[src/pkg/periodic_timer_pkg.sv]
// Constants, register map and types shared by the periodic interrupt timer.
//
// Functional notes
// RULE1: Raise interrupt requests repeatedly at programmed interval and priority, prescaler on system clock.
// RULE2: Control register holds a three-bit request level and an eight-bit vector.
// RULE3: Control bits ten down to zero are readable and writable at any time.
// RULE4: Control bits fifteen to eleven ignore writes and read as zero.
// RULE5: Level 000 disables the request; 001 to 110 assert levels one to six.
// RULE6: Timer request wins over an external request of equal level.
// RULE7: Timer keeps counting while the request level disables the interrupt.
// RULE8: Level 111 asserts request level seven, the highest priority.
// RULE9: On acknowledge the programmed eight-bit vector is driven out as the vector.
// RULE10: A timing modulus of zero stops the periodic timer.
// RULE11: Prescale select set divides the timer clock by 512, clear leaves it undivided.
// RULE12: On expiry reload modulus, restart, and hold the request until acknowledged.
`default_nettype none

package periodic_timer_pkg;

	// ==========================================================
	// Register byte addresses on the Avalon-MM slave.
	localparam logic [4:0]  OFS_CONTROL      = 5'h00;
	localparam logic [4:0]  OFS_MODULUS      = 5'h04;
	localparam logic [4:0]  OFS_COUNT        = 5'h08;
	localparam logic [4:0]  OFS_EVT_STATUS   = 5'h0c;
	localparam logic [4:0]  OFS_EVT_CLEAR    = 5'h10;
	localparam logic [4:0]  OFS_EVT_ENABLE   = 5'h14;

	// ==========================================================
	// Control register layout and reset value.
	localparam logic [15:0] CONTROL_RESET    = 16'h000f;
	localparam logic [15:0] CONTROL_WR_MASK  = 16'h07ff;
	localparam int          LEVEL_LSB        = 8;
	localparam int          LEVEL_W          = 3;
	localparam int          VECTOR_LSB       = 0;
	localparam int          VECTOR_W         = 8;
	localparam logic [2:0]  LEVEL_OFF        = 3'h0;

	// ==========================================================
	// Modulus register layout and reset value.
	localparam logic [15:0] MODULUS_RESET    = 16'h0000;
	localparam logic [15:0] MODULUS_WR_MASK  = 16'h01ff;
	localparam int          PRESCALE_BIT     = 8;
	localparam int          MODULUS_LSB      = 0;
	localparam int          MODULUS_W        = 8;

	// ==========================================================
	// Timing counts in core_clk cycles.
	localparam int          BASE_DIV         = 4;
	localparam int          PRESCALE_DIV     = 512;
	localparam int          DIV_CNT_W        = 12;
	localparam logic [1:0]  STRAP_SETTLE     = 2'h3;

	// ==========================================================
	// Event status bits.
	localparam int          EVT_W            = 3;
	localparam int          EVT_EXPIRE       = 0;
	localparam int          EVT_ACK          = 1;
	localparam int          EVT_OVERRUN      = 2;
	localparam logic [2:0]  EVT_RESET        = 3'h0;

	// ==========================================================
	// Timer state.
	typedef enum logic {
		TIMER_STOPPED = 1'b0,
		TIMER_RUNNING = 1'b1
	} timer_state_t;

endpackage

`default_nettype wire

[src/periodic_interrupt_timer.sv]
// Periodic interrupt timer with an Avalon-MM register slave and vectored acknowledge.
`default_nettype none

module periodic_interrupt_timer #(
	parameter int BASE_DIV     = periodic_timer_pkg::BASE_DIV,
	parameter int PRESCALE_DIV = periodic_timer_pkg::PRESCALE_DIV
) (
	input  wire logic        core_clk,
	input  wire logic        reset_n,
	input  wire logic        clk_en,
	input  wire logic [4:0]  avs_address,
	input  wire logic        avs_read,
	input  wire logic        avs_write,
	input  wire logic [31:0] avs_writedata,
	input  wire logic [3:0]  avs_byteenable,
	output logic      [31:0] avs_readdata,
	output logic             avs_waitrequest,
	input  wire logic        clock_mode_strap,
	input  wire logic        iack_valid,
	input  wire logic [2:0]  iack_level,
	output logic      [2:0]  periodic_request_level,
	output logic             periodic_claim,
	output logic      [7:0]  vector_data,
	output logic             vector_valid,
	output logic             irq
);

	// ==========================================================
	// Helpers.

	// Byte-lane merge used by both writable 16-bit registers; masked bits keep reading zero.
	function automatic logic [15:0] merge16(
		input logic [15:0] old_val,
		input logic [31:0] wdata,
		input logic [3:0]  be,
		input logic [15:0] wmask
	);
		logic [15:0] merged;
		merged = old_val;
		if (be[0]) begin
			merged[7:0] = wdata[7:0];
		end
		if (be[1]) begin
			merged[15:8] = wdata[15:8];
		end
		merge16 = merged & wmask;
	endfunction

	// ==========================================================
	// Declarations.
	logic                                  ack_q;
	logic [31:0]                           readdata_q;
	logic [15:0]                           control_q;
	logic [15:0]                           control_d;
	logic [15:0]                           modulus_q;
	logic [15:0]                           modulus_d;
	logic                                  strap_meta_q;
	logic                                  strap_sync_q;
	logic [1:0]                            strap_cnt_q;
	logic                                  strap_done_q;
	periodic_timer_pkg::timer_state_t      state_q;
	periodic_timer_pkg::timer_state_t      state_d;
	logic [periodic_timer_pkg::MODULUS_W-1:0] count_q;
	logic [periodic_timer_pkg::MODULUS_W-1:0] count_d;
	logic [periodic_timer_pkg::DIV_CNT_W-1:0] div_q;
	logic [periodic_timer_pkg::DIV_CNT_W-1:0] div_d;
	logic                                  expire;
	logic                                  pending_q;
	logic                                  pending_d;
	logic [7:0]                            vector_q;
	logic                                  vector_valid_q;
	logic [periodic_timer_pkg::EVT_W-1:0]  evt_status_q;
	logic [periodic_timer_pkg::EVT_W-1:0]  evt_enable_q;

	// ==========================================================
	// Address decode and bus strobes.
	wire        sel_control  = (avs_address == periodic_timer_pkg::OFS_CONTROL);
	wire        sel_modulus  = (avs_address == periodic_timer_pkg::OFS_MODULUS);
	wire        sel_count    = (avs_address == periodic_timer_pkg::OFS_COUNT);
	wire        sel_status   = (avs_address == periodic_timer_pkg::OFS_EVT_STATUS);
	wire        sel_clear    = (avs_address == periodic_timer_pkg::OFS_EVT_CLEAR);
	wire        sel_enable   = (avs_address == periodic_timer_pkg::OFS_EVT_ENABLE);
	wire        wr_commit    = avs_write & ack_q;
	wire        rd_capture   = avs_read & ~ack_q;

	// One wait cycle per access while enabled; a frozen slave holds waitrequest so no write is lost.
	assign avs_waitrequest = (avs_read | avs_write) & ~(ack_q & clk_en);

	// ==========================================================
	// Field views of the control and modulus registers.
	wire [2:0]  level_field   = control_q[periodic_timer_pkg::LEVEL_LSB +: periodic_timer_pkg::LEVEL_W];   // RULE2
	wire [7:0]  vector_field  = control_q[periodic_timer_pkg::VECTOR_LSB +: periodic_timer_pkg::VECTOR_W]; // RULE2
	wire [7:0]  modulus_field = modulus_q[periodic_timer_pkg::MODULUS_LSB +: periodic_timer_pkg::MODULUS_W];
	wire        prescale_sel  = modulus_q[periodic_timer_pkg::PRESCALE_BIT];
	wire        level_on      = (level_field != periodic_timer_pkg::LEVEL_OFF); // RULE5
	wire        modulus_zero  = (modulus_field == 8'h00);

	// ==========================================================
	// Register writes. Writable bits may change at any time, even mid-count.
	assign control_d = merge16(control_q, avs_writedata, avs_byteenable,
		periodic_timer_pkg::CONTROL_WR_MASK); // RULE3 RULE4

	// Prescale select follows the inverted strap until it settles or software writes it.
	always_comb begin
		modulus_d = modulus_q;
		if (wr_commit && sel_modulus) begin
			modulus_d = merge16(modulus_q, avs_writedata, avs_byteenable,
				periodic_timer_pkg::MODULUS_WR_MASK);
		end else if (!strap_done_q) begin
			modulus_d[periodic_timer_pkg::PRESCALE_BIT] = ~strap_sync_q;
		end
	end

	// Control, modulus and bus acknowledge registers.
	always_ff @(posedge core_clk or negedge reset_n) begin
		if (!reset_n) begin
			control_q  <= periodic_timer_pkg::CONTROL_RESET;
			modulus_q  <= periodic_timer_pkg::MODULUS_RESET;
			ack_q      <= 1'b0;
		end else if (clk_en) begin
			ack_q     <= (avs_read | avs_write) & ~ack_q;
			modulus_q <= modulus_d;
			if (wr_commit && sel_control) begin
				control_q <= control_d; // RULE3
			end
		end
	end

	// ==========================================================
	// Clock-mode strap capture. The pin is asynchronous, so it is synchronised first and
	// only the second stage is read; the prescale bit is fixed once the count settles.
	always_ff @(posedge core_clk or negedge reset_n) begin
		if (!reset_n) begin
			strap_meta_q <= 1'b0;
			strap_sync_q <= 1'b0;
			strap_cnt_q  <= 2'h0;
			strap_done_q <= 1'b0;
		end else if (clk_en) begin
			strap_meta_q <= clock_mode_strap;
			strap_sync_q <= strap_meta_q;
			if (!strap_done_q) begin
				strap_cnt_q  <= strap_cnt_q + 2'h1;
				strap_done_q <= (strap_cnt_q == periodic_timer_pkg::STRAP_SETTLE) |
					(wr_commit & sel_modulus);
			end
		end
	end

	// ==========================================================
	// Prescaler. A tick every BASE_DIV or BASE_DIV*512 cycles; >= ends a long count at once on a switch.
	localparam logic [periodic_timer_pkg::DIV_CNT_W-1:0] DIV_FAST =
		periodic_timer_pkg::DIV_CNT_W'(BASE_DIV - 1);
	localparam logic [periodic_timer_pkg::DIV_CNT_W-1:0] DIV_SLOW =
		periodic_timer_pkg::DIV_CNT_W'(BASE_DIV * PRESCALE_DIV - 1);

	wire [periodic_timer_pkg::DIV_CNT_W-1:0] div_limit = prescale_sel ? DIV_SLOW : DIV_FAST; // RULE11
	wire tick = (div_q >= div_limit); // RULE1

	// ==========================================================
	// Timer state machine. Counting does not depend on the level field, so a disabled
	// interrupt still sees the period run; only the request is withheld.
	always_comb begin
		state_d = state_q;
		count_d = count_q;
		div_d   = div_q;
		expire  = 1'b0;
		case (state_q)
			periodic_timer_pkg::TIMER_STOPPED: begin
				div_d = '0;
				if (!modulus_zero) begin
					state_d = periodic_timer_pkg::TIMER_RUNNING;
					count_d = modulus_field;
				end
			end
			periodic_timer_pkg::TIMER_RUNNING: begin
				if (modulus_zero) begin
					state_d = periodic_timer_pkg::TIMER_STOPPED; // RULE10
					count_d = 8'h00;
					div_d   = '0;
				end else if (tick) begin
					div_d = '0;
					if (count_q <= 8'h01) begin
						expire  = 1'b1;            // RULE7
						count_d = modulus_field;   // RULE12
					end else begin
						count_d = count_q - 8'h01;
					end
				end else begin
					div_d = div_q + 1'b1;
				end
			end
			default: begin
				state_d = periodic_timer_pkg::TIMER_STOPPED;
				count_d = 8'h00;
				div_d   = '0;
			end
		endcase
	end

	// Timer state registers.
	always_ff @(posedge core_clk or negedge reset_n) begin
		if (!reset_n) begin
			state_q <= periodic_timer_pkg::TIMER_STOPPED;
			count_q <= 8'h00;
			div_q   <= '0;
		end else if (clk_en) begin
			state_q <= state_d;
			count_q <= count_d;
			div_q   <= div_d;
		end
	end

	// ==========================================================
	// Request and acknowledge. The processor acknowledges with its level; a match
	// claims the cycle so the external source at the same level defers to us.
	wire ack_hit = iack_valid & pending_q & level_on & (iack_level == level_field);
	wire overrun = expire & pending_q & ~ack_hit;

	assign periodic_claim = ack_hit; // RULE6

	// A new expiry in the acknowledge cycle re-arms the request: set beats clear.
	assign pending_d = (expire & level_on) | (pending_q & ~ack_hit); // RULE12

	// Levels 1 through 7 pass straight through; 000 asserts nothing.
	assign periodic_request_level = (pending_q && level_on) ? level_field : periodic_timer_pkg::LEVEL_OFF; // RULE5 RULE8

	// Request and vector registers.
	always_ff @(posedge core_clk or negedge reset_n) begin
		if (!reset_n) begin
			pending_q      <= 1'b0;
			vector_q       <= 8'h00;
			vector_valid_q <= 1'b0;
		end else if (clk_en) begin
			pending_q      <= pending_d;
			vector_valid_q <= ack_hit;
			if (ack_hit) begin
				vector_q <= vector_field; // RULE9
			end
		end
	end

	assign vector_data  = vector_q;
	assign vector_valid = vector_valid_q;

	// ==========================================================
	// Event status, clear and enable. A clear never hides an event of the same cycle.
	wire [periodic_timer_pkg::EVT_W-1:0] evt_set = {overrun, ack_hit, expire};
	wire [periodic_timer_pkg::EVT_W-1:0] evt_clr =
		(wr_commit && sel_clear && avs_byteenable[0]) ? avs_writedata[periodic_timer_pkg::EVT_W-1:0] : '0;

	// Sticky event bits and their enables.
	always_ff @(posedge core_clk or negedge reset_n) begin
		if (!reset_n) begin
			evt_status_q <= periodic_timer_pkg::EVT_RESET;
			evt_enable_q <= periodic_timer_pkg::EVT_RESET;
		end else if (clk_en) begin
			evt_status_q <= (evt_status_q & ~evt_clr) | evt_set;
			if (wr_commit && sel_enable && avs_byteenable[0]) begin
				evt_enable_q <= avs_writedata[periodic_timer_pkg::EVT_W-1:0];
			end
		end
	end

	assign irq = |(evt_status_q & evt_enable_q);

	// ==========================================================
	// Read data. Captured on the first cycle of a read so it stands at the release edge;
	// unmapped and write-only addresses return zero.
	wire [31:0] rd_mux =
		sel_control ? {16'h0000, control_q} :  // RULE4
		sel_modulus ? {16'h0000, modulus_q} :
		sel_count   ? {23'h000000, state_q, count_q} :
		sel_status  ? {29'h00000000, evt_status_q} :
		sel_enable  ? {29'h00000000, evt_enable_q} :
		32'h00000000;

	// Read data register.
	always_ff @(posedge core_clk or negedge reset_n) begin
		if (!reset_n) begin
			readdata_q <= 32'h00000000;
		end else if (clk_en && rd_capture) begin
			readdata_q <= rd_mux;
		end
	end

	assign avs_readdata = readdata_q;

endmodule

`default_nettype wire

[config.mk]
export PLATFORM = sky130hd
export DESIGN_NAME = periodic_interrupt_timer
export DESIGN_NICKNAME = d
export VERILOG_FILES = /design/src/pkg/periodic_timer_pkg.sv /design/src/periodic_interrupt_timer.sv
export SDC_FILE = /design/constraint.sdc
export NUM_CORES = 1
export LEC_CHECK = 0
export BUFFER_PORTS_ARGS = -buffer_cell sky130_fd_sc_hd__clkbuf_2
export CORE_AREA = 2 2 87 89
export CTS_CLUSTER_SIZE = 25
export DETAILED_ROUTE_END_ITERATION = 12
export DIE_AREA = 0 0 89 91
export PLACE_DENSITY = 0.85
export SLEW_MARGIN = 10
export SYNTH_ARGS = -nofsm -noshare
export SYNTH_HDL_FRONTEND = slang
export SYNTH_SLANG_ARGS = --single-unit
export TNS_END_PERCENT = 30
[constraint.sdc]
create_clock -name core_clk -period 3.3 [get_ports core_clk]
set_input_delay 0.165 -clock core_clk [delete_from_list [all_inputs] [get_ports core_clk]]
set_output_delay 0.165 -clock core_clk [all_outputs]
set_load 0.02 [all_outputs]
Yosys cells after proc, flatten, opt, wreduce, memory -nomap -nowiden:

Cells that the tools add are included.
W data, S select, Z words.

* register bits: 95
* word-level logic and storage cells: 105

* add/sub/neg operators: 3
* order comparisons: 2
* eq/ne operators: 11
* muxes and demuxes: 25
* bitwise gates (word level): 26
* reductions and logical operators: 20

Operators with widths (number)
* $mux W8: 4
* $mux W12: 2
* $pmux W12 S2: 1
* $mux W11: 2
* $mux W9: 2
* $pmux W8 S2: 1
* $reduce_and A3 Y1: 5
* $and A1 B1 Y1: 13
* $add A12 B1 Y12 const B: 1
* $ge A12 B11 Y1: 1
* $mux W3: 4
* $eq A5 B4 Y1 const B: 2
* $eq A5 B5 Y1 const B: 2
* $mux W1: 9
* $le A8 B1 Y1 const B: 1
* $logic_and A1 B1 Y1: 8
* $logic_not A8 Y1: 1
* $sub A8 B1 Y8 const B: 1
* $and A3 B3 Y3: 2
* $not A1 Y1: 6
* $reduce_and A2 Y1: 3
* $eq A5 B3 Y1 const B: 1
* $logic_not A5 Y1: 1
* $ne A2 B2 Y1 const B: 2
* other kinds (10): 12

Logic depth before layout (Yosys ltp):

Gate-level depths: netlist (run 1).

* depth after elaboration: 8
* depth in mapped cells: 8
* gate-level depth less buffers: 7

Worst setup path before layout (run 1):

No wires, ideal clock.

* path type: reg2reg
* from: register modulus_q[8]
* to: register count_q[4] (netlist name)
* arrival: 2.025 ns
* required time: 3.161 ns
* setup slack: 1.135 ns
* cell stages (with the launch flop): 9
* path through: dfrtp_1 inv_1 ha_1 a21o_1 a211o_1 a211oi_4 a21o_1 buf_4 o221ai_1

* word-level cells in the longest chain between the ends: 4

RTL lines
* from (decl): line periodic_interrupt_timer.sv:55 `logic [15:0] modulus_q;`
* from (signal assigned): line periodic_interrupt_timer.sv:118 `modulus_q <= periodic_timer_pkg::MODULUS_RESET;`
* from (signal assigned): line periodic_interrupt_timer.sv:122 `modulus_q <= modulus_d;`
* $mux W11: line periodic_interrupt_timer.sv:156 `wire [periodic_timer_pkg::DIV_CNT_W-1:0] div_limit = prescale_sel ? DIV_SLOW : DIV_FAST;`
* $ge A12 B11 Y1: line periodic_interrupt_timer.sv:157 `wire tick = (div_q >= div_limit);`
* $ne A3 B1 Y1 (no source line)
* $reduce_and A3 Y1 (no source line)
* to (signal assigned): line periodic_interrupt_timer.sv:208 `count_q <= count_d;`
* to (decl): line periodic_interrupt_timer.sv:63 `logic [periodic_timer_pkg::MODULUS_W-1:0] count_q;`

No other way between the ends.
A chain may end at the register's enable or synchronous reset.

Final worst setup path (run 1):

Ends and elaborated chain as after synthesis.

==> results_dict.tcl, run 1 <==
set metrics [dict create \
    status "completed" \
    startpoint "modulus_q[8]" \
    drcViolationCount 0 \
    rrSetupSlack_ps 610 \
    numCtsBuffers 9 \
    syn_area_um2 4090 \
    fin_setup_tns_ps 0 \
    place_hpwl_um 6180 \
    place_area_um2 4360 \
    grt_antenna_before_repair 0 \
    power_frac_seq_pct 44.5 \
    synth_commonest_cells "dfrtp_1 (70), nand2_1 (33), mux2_2 (26)" \
    numClockSinks 74 \
    antenna_left 0 \
    synth_cell_types 66 \
    p_total_mw 2.38 \
    drv_cap 0 \
    synthXorXnorAreaFrac_pct 2.14 \
    clock_latency_ps 350 \
    overflow 0 \
    place_ws_ps 647 \
    nets 494 \
    dp_cells 518 \
    dieArea_um2 8100 \
    cts_tree "built" \
    p_leak_nw 2.17 \
    antenna_cells 0 \
    maxSlewHeadroom_pct 38.4 \
    final.setup.worst_slack_ps 606 \
    period_share_pct 81.6 \
    syn_avg_cell_area_um2 10.9 \
    hold_buffers 0 \
    synth_most_common_cell "dfrtp_1" \
    power_frac_clock_pct 25.7 \
    tightestPinTransition_ps 925 \
    sw_frac_of_total_pct 36.5 \
    cts_resized 0 \
    synth_top_area_cell "dfrtp_1" \
    rows 31 \
    detail_route.first_pass.iterations 6 \
    power_density_nw_per_um2 524 \
    synthAdderAreaFrac_pct 3.98 \
    crit_fanout 11 \
    path_clk_slew_ps 80 \
    ys_warn_count 0 \
    fin_cells 534 \
    drv_slew 0 \
    synthMuxAreaShare_pct 11.7 \
    crit_path_end_kind "register" \
    vias_per_cell 6.07 \
    drt_iter0_drc 259 \
    ir_drop_uv 357 \
    cp-start-kind "register" \
    root_buffer "clkbuf_8" \
    synthSimpleGateAreaFrac_pct 14.1 \
    htree_levels 3 \
    reg2reg_to "count_q[4]" \
    synth_flop_cell "dfrtp_1" \
    worstPathArrival_ps 2890 \
    grt_max_degree 75 \
    r2r-start "modulus_q[8]" \
    place.port_buffers 53 \
    syn2layout_area_growth_pct 10.8 \
    grt_setup_unrepaired "false" \
    synth_async_sr_flop_share_pct 100 \
    grt_use_total_pct 23.2 \
    n_fill_cell 559 \
    drive_above_1_share_pct 29.7 \
    vias 3240 \
    synth_top_family_by_area "compound AO/OA/AOI/OAI gates" \
    synth.area.top_cells "dfrtp_1 (43%), mux2_2 (7.2%), buf_4 (4.2%), ha_1 (4.0%), nand2_1 (3.0%)" \
    postLayoutCoreUtil_pct 63.5 \
    drt-total-wl_um 8860 \
    p_int_mw 1.51 \
    io_pins 98 \
    die_height_um 91 \
    synth_edf_count 0 \
    core-area_um2 7140 \
    reg2reg_depth 7 \
    crit_type "register to register" \
    yosysSeqAreaShare_pct 45.4 \
    p_sw_mw 0.866 \
    hold_viol 0 \
    post-cts-setup-buffers 0 \
    synth_top_area_share_pct 42.8 \
    finalSetupViolations 0 \
    synthCells 375 \
    fin_area_um2 4530 \
    min_period_ps 2690 \
    synth_compound_area_share_pct 15.8 \
    grt_pass1_vias 3051 \
    power_frac_comb_pct 29.8 \
    ys_ff_latch 74 \
    cp.required_ps 3500 \
    max_freq_ghz 0.371 \
    ctsLongestPathBuffers 2 \
    grt_pass1_wl_um 14900 \
    wl_per_cell_um 16.6 \
    initial_utilization_pct 57.3 \
    die_width_um 89 \
    gp_congestion 0.903 \
    fin_skew_ps 7.47 \
    hold_class "input port to async pin" \
    hold_ws_ps 29.2 \
]
kinds of logic (layout without fill, tap and decap cells):
logic type | count (synthesis) | in the layout
flops | 74 | 74
fa+ha+maj | 13 | 13
simple gates | 101 | 101
xor+xnor | 10 | 10
compound gates | 87 | 87
mux | 41 | 41
buf+inv | 48 | 88
other cells | 1 | 21
critical path, stage by stage (launching register included):
cell,delay [ps]
dfrtp_1,410
inv_1,250
ha_1,310
a21o_1,170
a211o_1,320
a211oi_4,500
a21o_1,400
o221ai_1,190
metal layers:
metal	routed length (um)	GRT usage, %	vias up
met5	0	0	-
met4	174	8.83	0
met3	486	3.45	20
met2	4440	36.4	147
met1	3760	32.5	1608
li1	-	-	1465
power groups by stage:
stage               combinational, mW  clock, mW  sequential (mW)
finish                          0.708      0.610             1.06
global route                    0.777      0.661             1.07
CTS                             0.697      0.618             1.06
detailed placement              0.693          0             1.07
global placement                0.659          0             1.07
floorplan                       0.554          0             1.05
cell usage in the layout, fill, tap and decap left out, types with 5 or more instances in the layout:
cell and n:
dfrtp_1 70, clkbuf_2 52, nand2_1 33, mux2_2 26, a21oi_1 22, conb_1 21
o21ai_0 17, inv_1 15, ha_1 13, clkbuf_8 9, and3_1 8, nor2_1 8
mux2i_1 8, a222oi_1 7, mux2_4 7, nand3_1 6, nand4_1 6, xor2_1 6
a32oi_1 6, a221oi_1 5, o22ai_1 5
flip-flops by register name, indices dropped and copies added (netlist names):
register,flops
state_q,1
count_q,8
vector_valid,1
control_q,11
avs_readdata,11
strap_sync_q,1
evt_enable_q,3
strap_cnt_q,2
strap_meta_q,1
evt_status_q,3
vector_data,8
ack_q,1
modulus_q,9
pending_q,1
strap_done_q,1
div_q,12
layout make-up:
| class | count | area [um2] | share of cell area, % |
|---|---|---|---|
| sequential | 74 | 1860 | 41.0 |
| multi-input combinational | 273 | 2030 | 44.8 |
| timing repair buffer | 57 | 295 | 6.51 |
| inverter | 15 | 56.3 | 1.24 |
| clock buffer | 9 | 124 | 2.73 |
| clock inverter | 7 | 46.3 | 1.02 |
| tap | 99 | 124 | 2.73 |
how the worst max path moves through the flow:
stage	end	depth (start not counted)
detailed placement	count_q[0]	7
global route	count_q[4]	7
floorplan	count_q[4]	8
finish	count_q[4]	7
CTS	count_q[4]	7
global placement	count_q[4]	7
(Power assumes the default switching activity.)
==> run 2, diff against run 1 <==
ABC_AREA = 1   (was unset)
CORE_AREA = 2 2 91 93   (was 2 2 87 89)
DIE_AREA = 0 0 93 95   (was 0 0 89 91)
PLACE_DENSITY = 0.79   (was 0.85)
clock period = 2.6 ns   (was 3.3 ns; I/O delays follow)
==> run 2 against run 1 <==
Against the previous run: the flow now finishes with violations (negative hold slack); critical endpoint is now div_q[5]; largest cell class unchanged; combinational power rose by 22%; maximum frequency grew 21%; synthesized cell count grew 43%; non-clock buffer count did not move; die area rose by 9.1%; worst hold slack worse by 41 ps; clock-buffer cell count unchanged.
==> results_dict.tcl, run 2 <==
set metrics [dict create \
    synthAdderAreaFrac_pct 3.90 \
    htree_levels 3 \
    synth_compound_area_share_pct 10.6 \
    crit_type "register to register" \
    synthSimpleGateAreaFrac_pct 29.5 \
    period_share_pct 86.0 \
    fin_skew_ps 10.3 \
    rows 33 \
    final_cell_mix "nand2_1 (180), dfrtp_1 (70), clkbuf_2 (52)" \
    dieArea_um2 8840 \
    path_clk_slew_ps 80 \
    drcViolationCount 0 \
    synthMuxAreaShare_pct 0 \
    hold_class "input port to async pin" \
    sw_frac_of_total_pct 35.4 \
    status "finished with violations" \
    initial_utilization_pct 52.7 \
    synthCells 536 \
    grt_antenna_before_repair 0 \
    hold_buffers 1 \
    grt_max_degree 75 \
    post-cts-setup-buffers 0 \
    cp.required_ps 2870 \
    final_common_cell "nand2_1" \
    grt_pass1_vias 3452 \
    synth_edf_count 0 \
    fin_setup_tns_ps 0 \
    cts_tree "built" \
    synth_top_family_by_area "simple AND/OR/NAND/NOR gates" \
    drt-total-wl_um 9190 \
    overflow 0 \
    synth.area.top_cells "dfrtp_1 (42%), nand2_1 (16%), o21ai_0 (4.6%), buf_4 (4.3%), nor2_1 (4.1%)" \
    ctsLongestPathBuffers 2 \
    place.port_buffers 53 \
    synth_cell_types 37 \
    crit_fanout 13 \
    syn_avg_cell_area_um2 7.79 \
    synthXorXnorAreaFrac_pct 1.47 \
    largest_reg_flops 12 \
    root_buffer "clkbuf_8" \
    power_density_nw_per_um2 685 \
    dp_cells 686 \
    synth_flop_cell "dfrtp_1" \
    clock_latency_ps 350 \
    hold_ws_ps -12.3 \
    numCtsBuffers 9 \
    fin_cells 703 \
    final.setup.worst_slack_ps 365 \
    p_total_mw 3.20 \
    wl_per_cell_um 13.1 \
    synth_top_area_cell "dfrtp_1" \
    p_leak_nw 2.53 \
    max_freq_ghz 0.447 \
    syn2layout_area_growth_pct 11.9 \
    drv_slew 0 \
    nets 657 \
    finalSetupViolations 0 \
    place_hpwl_um 6770 \
    syn_area_um2 4180 \
    drive_above_1_share_pct 18.7 \
    p_sw_mw 1.13 \
    antenna_cells 0 \
    grt_use_total_pct 22.6 \
    core-area_um2 7930 \
    power_frac_clock_pct 30.9 \
    synth_commonest_cells "nand2_1 (180), dfrtp_1 (70), nor2_1 (46)" \
    drv_cap 0 \
    postLayoutCoreUtil_pct 58.9 \
    grt_pass1_wl_um 15800 \
    ys_warn_count 0 \
    n_fill_cell 741 \
    place_ws_ps 373 \
    synth_most_common_cell "nand2_1" \
    gp_congestion 0.895 \
    hold_viol 23 \
    yosysSeqAreaShare_pct 44.5 \
    die_width_um 93 \
    min_period_ps 2230 \
    violations "negative hold slack" \
    numClockSinks 74 \
    synth_top_area_share_pct 42.0 \
    drt_iter0_drc 267 \
    die_height_um 95 \
    ir_drop_uv 336 \
    fin_area_um2 4670 \
    vias 3632 \
    vias_per_cell 5.17 \
    detail_route.first_pass.iterations 5 \
    maxSlewHeadroom_pct 38.7 \
    synth_async_sr_flop_share_pct 100 \
    regMostFlops "div_q" \
    antenna_left 0 \
    power_frac_comb_pct 26.9 \
    grt_setup_unrepaired "false" \
    tightestPinTransition_ps 920 \
    cts_resized 0 \
    crit_path_end_kind "register" \
    power_frac_seq_pct 42.2 \
    worstPathArrival_ps 2500 \
    place_area_um2 4450 \
    p_int_mw 2.07 \
    io_pins 98 \
    ys_ff_latch 74 \
    cp-start-kind "register" \
]
==> run 2: path summary, 6_finish.rpt <==
| check | to | cells past startpoint | slack, ps | start |
|---|---|---|---|---|
| setup / recovery | div_q[5] | 10 | 370 | modulus_q[8] |
| hold / removal | div_q[4] | 2 | -10 | reset_n |
| setup reg to reg | div_q[5] | 10 | 370 | modulus_q[8] |
| hold reg to reg | strap_sync_q | 2 | 470 | strap_meta_q |
| max in group asynchronous | modulus_q[3] | 2 | 2010 | reset_n |
| min in group core_clk | control_q[10] | 3 | 20 | avs_writedata[10] |
==> run 2: worst max-delay path, stage by stage (launching register included) <==
cell	delay [ps]
dfrtp_1	360
inv_1	270
ha_1	320
nand2_1	70
nand2_1	40
nor2_1	120
nor2_1	60
nor2_1	150
nand3_2	300
nand2_2	250
nor3b_1	210
==> run 2: cell type report <==
class | count | area, um2 | area share (%)
flip-flops and latches | 74 | 1860 | 39.7
inverters | 52 | 195 | 4.18
clock buffers | 9 | 124 | 2.65
clock inverters | 7 | 93.8 | 2.01
multi-input cells | 399 | 1970 | 42.2
well taps | 105 | 131 | 2.81
repair buffers | 57 | 298 | 6.37
==> run 2: per-layer routing <==
layer / routed length, um / GRT usage (%) / vias to the layer above
met5: 0 / 0 / -
met4: 148 / 8.21 / 0
met3: 439 / 4.47 / 16
met2: 4610 / 39.4 / 120
met1: 3990 / 27.9 / 1699
li1: - / - / 1797
==> run 2: cell families (layout without fill, tap and decap cells) <==
family | Yosys count | after routing
DFF | 74 | 74
other | 1 | 21
adders and majority gates | 13 | 13
AOI/OAI and AO/OA | 76 | 76
buffers and inverters | 83 | 125
xor gates and xnor gates | 7 | 7
and+or+nand+nor | 282 | 282
==> run 2: power groups by stage <==
stage / Sequential [mW] / Combinational, mW / Clock [mW]
after CTS: 1.35 / 0.857 / 1.01
final: 1.35 / 0.861 / 0.990
after global placement: 1.36 / 0.786 / 0
after global routing: 1.36 / 0.986 / 1.06
after detailed placement: 1.37 / 0.842 / 0
after floorplan: 1.35 / 0.650 / 0
==> run 3, diff against run 2 <==
clock period = 2.16 ns   (was 2.6 ns; I/O delays follow)
==> run 3 against run 2 <==
Against the previous run: the run now ends clean; sequential power rose by 21%; wire length fell by 2.9%; clock skew barely moved; critical path type unchanged; highest routed layer unchanged.
==> results_dict.tcl, run 3 (same netlist as run 2, synthesis figures left out) <==
set metrics [dict create \
    status "completed" \
    fin_setup_tns_ps 0 \
    crit_fanout 12 \
    min_period_ps 1850 \
    hold_ws_ps 8.35 \
    die_width_um 93 \
    clock_latency_ps 370 \
    io_pins 98 \
    path_clk_slew_ps 90 \
    p_total_mw 3.71 \
    hold_class "input port to register" \
    dieArea_um2 8840 \
    drt-total-wl_um 8920 \
    n_fill_cell 700 \
    core-area_um2 7930 \
    place.port_buffers 53 \
    vias 3612 \
    power_density_nw_per_um2 781 \
    hold_viol 0 \
    postLayoutCoreUtil_pct 59.9 \
    drive_above_1_share_pct 19.3 \
    largest_reg_flops 12 \
    drv_cap 0 \
    worstPathArrival_ps 2140 \
    gp_congestion 0.978 \
    root_buffer "clkbuf_8" \
    finalSetupViolations 0 \
    antenna_cells 0 \
    initial_utilization_pct 52.7 \
    maxSlewHeadroom_pct 58.6 \
    p_leak_nw 2.56 \
    place_hpwl_um 6640 \
    syn2layout_area_growth_pct 13.7 \
    rows 33 \
    htree_levels 3 \
    ctsLongestPathBuffers 2 \
    drv_slew 0 \
    grt_pass1_wl_um 15200 \
    cp.required_ps 2450 \
    final_cell_mix "nand2_1 (180), dfrtp_1 (70), clkbuf_2 (52)" \
    grt_use_total_pct 21.7 \
    drcViolationCount 0 \
    numCtsBuffers 9 \
    max_freq_ghz 0.540 \
    die_height_um 95 \
    cp-start-kind "register" \
    crit_type "register to register" \
    nets 666 \
    grt_pass1_vias 3436 \
    overflow 0 \
    detail_route.first_pass.iterations 5 \
    tightestPinTransition_ps 621 \
    regMostFlops "div_q" \
    ir_drop_uv 337 \
    fin_skew_ps 10.4 \
    grt_antenna_before_repair 0 \
    numClockSinks 74 \
    final_common_cell "nand2_1" \
    drt_iter0_drc 184 \
    crit_path_end_kind "register" \
    vias_per_cell 5.07 \
    grt_setup_unrepaired "false" \
    post-cts-setup-buffers 0 \
    wl_per_cell_um 12.5 \
    period_share_pct 85.8 \
    antenna_left 0 \
    cts_tree "built" \
    grt_max_degree 49 \
]
[run 3: cell count changes in the layout (fill, tap and decap cells not counted), moves of 2 or more]
cell,previous run,this run
dlygate4sd3_1,1,7
clkinv_2,2,0
inv_6,0,3
buf_4,3,5
bufinv_16,2,0
[run 3: layout make-up]
type,instances,area (um2),share of cell area (%)
Tap cell,105,131,2.77
Multi-Input combinational cell,399,1980,41.8
Inverter,52,195,4.11
Timing Repair Buffer,66,393,8.28
Sequential cell,74,1860,39.1
Clock buffer,9,124,2.61
Clock inverter,7,61.3,1.29
[run 3: worst paths after layout]
| check | start | end | slack (ps) | cells past startpoint |
|---|---|---|---|---|
| setup / recovery | modulus_q[8] | div_q[5] | 310 | 10 |
| hold / removal | avs_writedata[5] | modulus_q[5] | 8 | 3 |
| setup reg to reg | modulus_q[8] | div_q[5] | 310 | 10 |
| hold reg to reg | strap_meta_q | strap_meta_q | 480 | 2 |
| max in group asynchronous | reset_n | control_q[0] | 1160 | 3 |
| min in group asynchronous | reset_n | strap_sync_q | 280 | 2 |
[run 3: report_power, final]
group | internal [mW] | switching (mW)
combinational | 0.356 | 0.689
clock | 0.438 | 0.599
sequential | 1.51 | 0.116
total | 2.30 | 1.40
[run 3: metal layers]
layer | vias up | global-route usage (%) | share of wire [%]
li1 | 1826 | - | -
met1 | 1669 | 27.0 | 44
met2 | 102 | 36.7 | 49
met3 | 15 | 3.91 | 4.7
met4 | 0 | 10.8 | 2.0
met5 | - | 0 | 0
[run 3: repair_timing]
item                       CTS  global route
resized for setup            0             3
setup endpoints to repair    0            19
hold endpoints to repair    33             0
hold buffers                 7             0
[run 3: critical path: stages, from the launching register on]
cell and delay, ps:
dfrtp_1 380, inv_2 150, ha_1 280, nand2_1 80, nand2_1 50, nor2_1 90, nor2_1 60, nor2_2 140
nand3_4 170, nand2_2 190, nor3b_1 190
[run 3: per-stage QoR]
stage	std cells	cell area, um2	setup WS, ps
2_1_floorplan	556	4250	423
3_3_place_gp	689	4480	142
3_5_place_dp	689	4480	67.7
4_1_cts	712	4740	65.0
5_1_grt	712	4750	64.3
6_report	712	4750	308
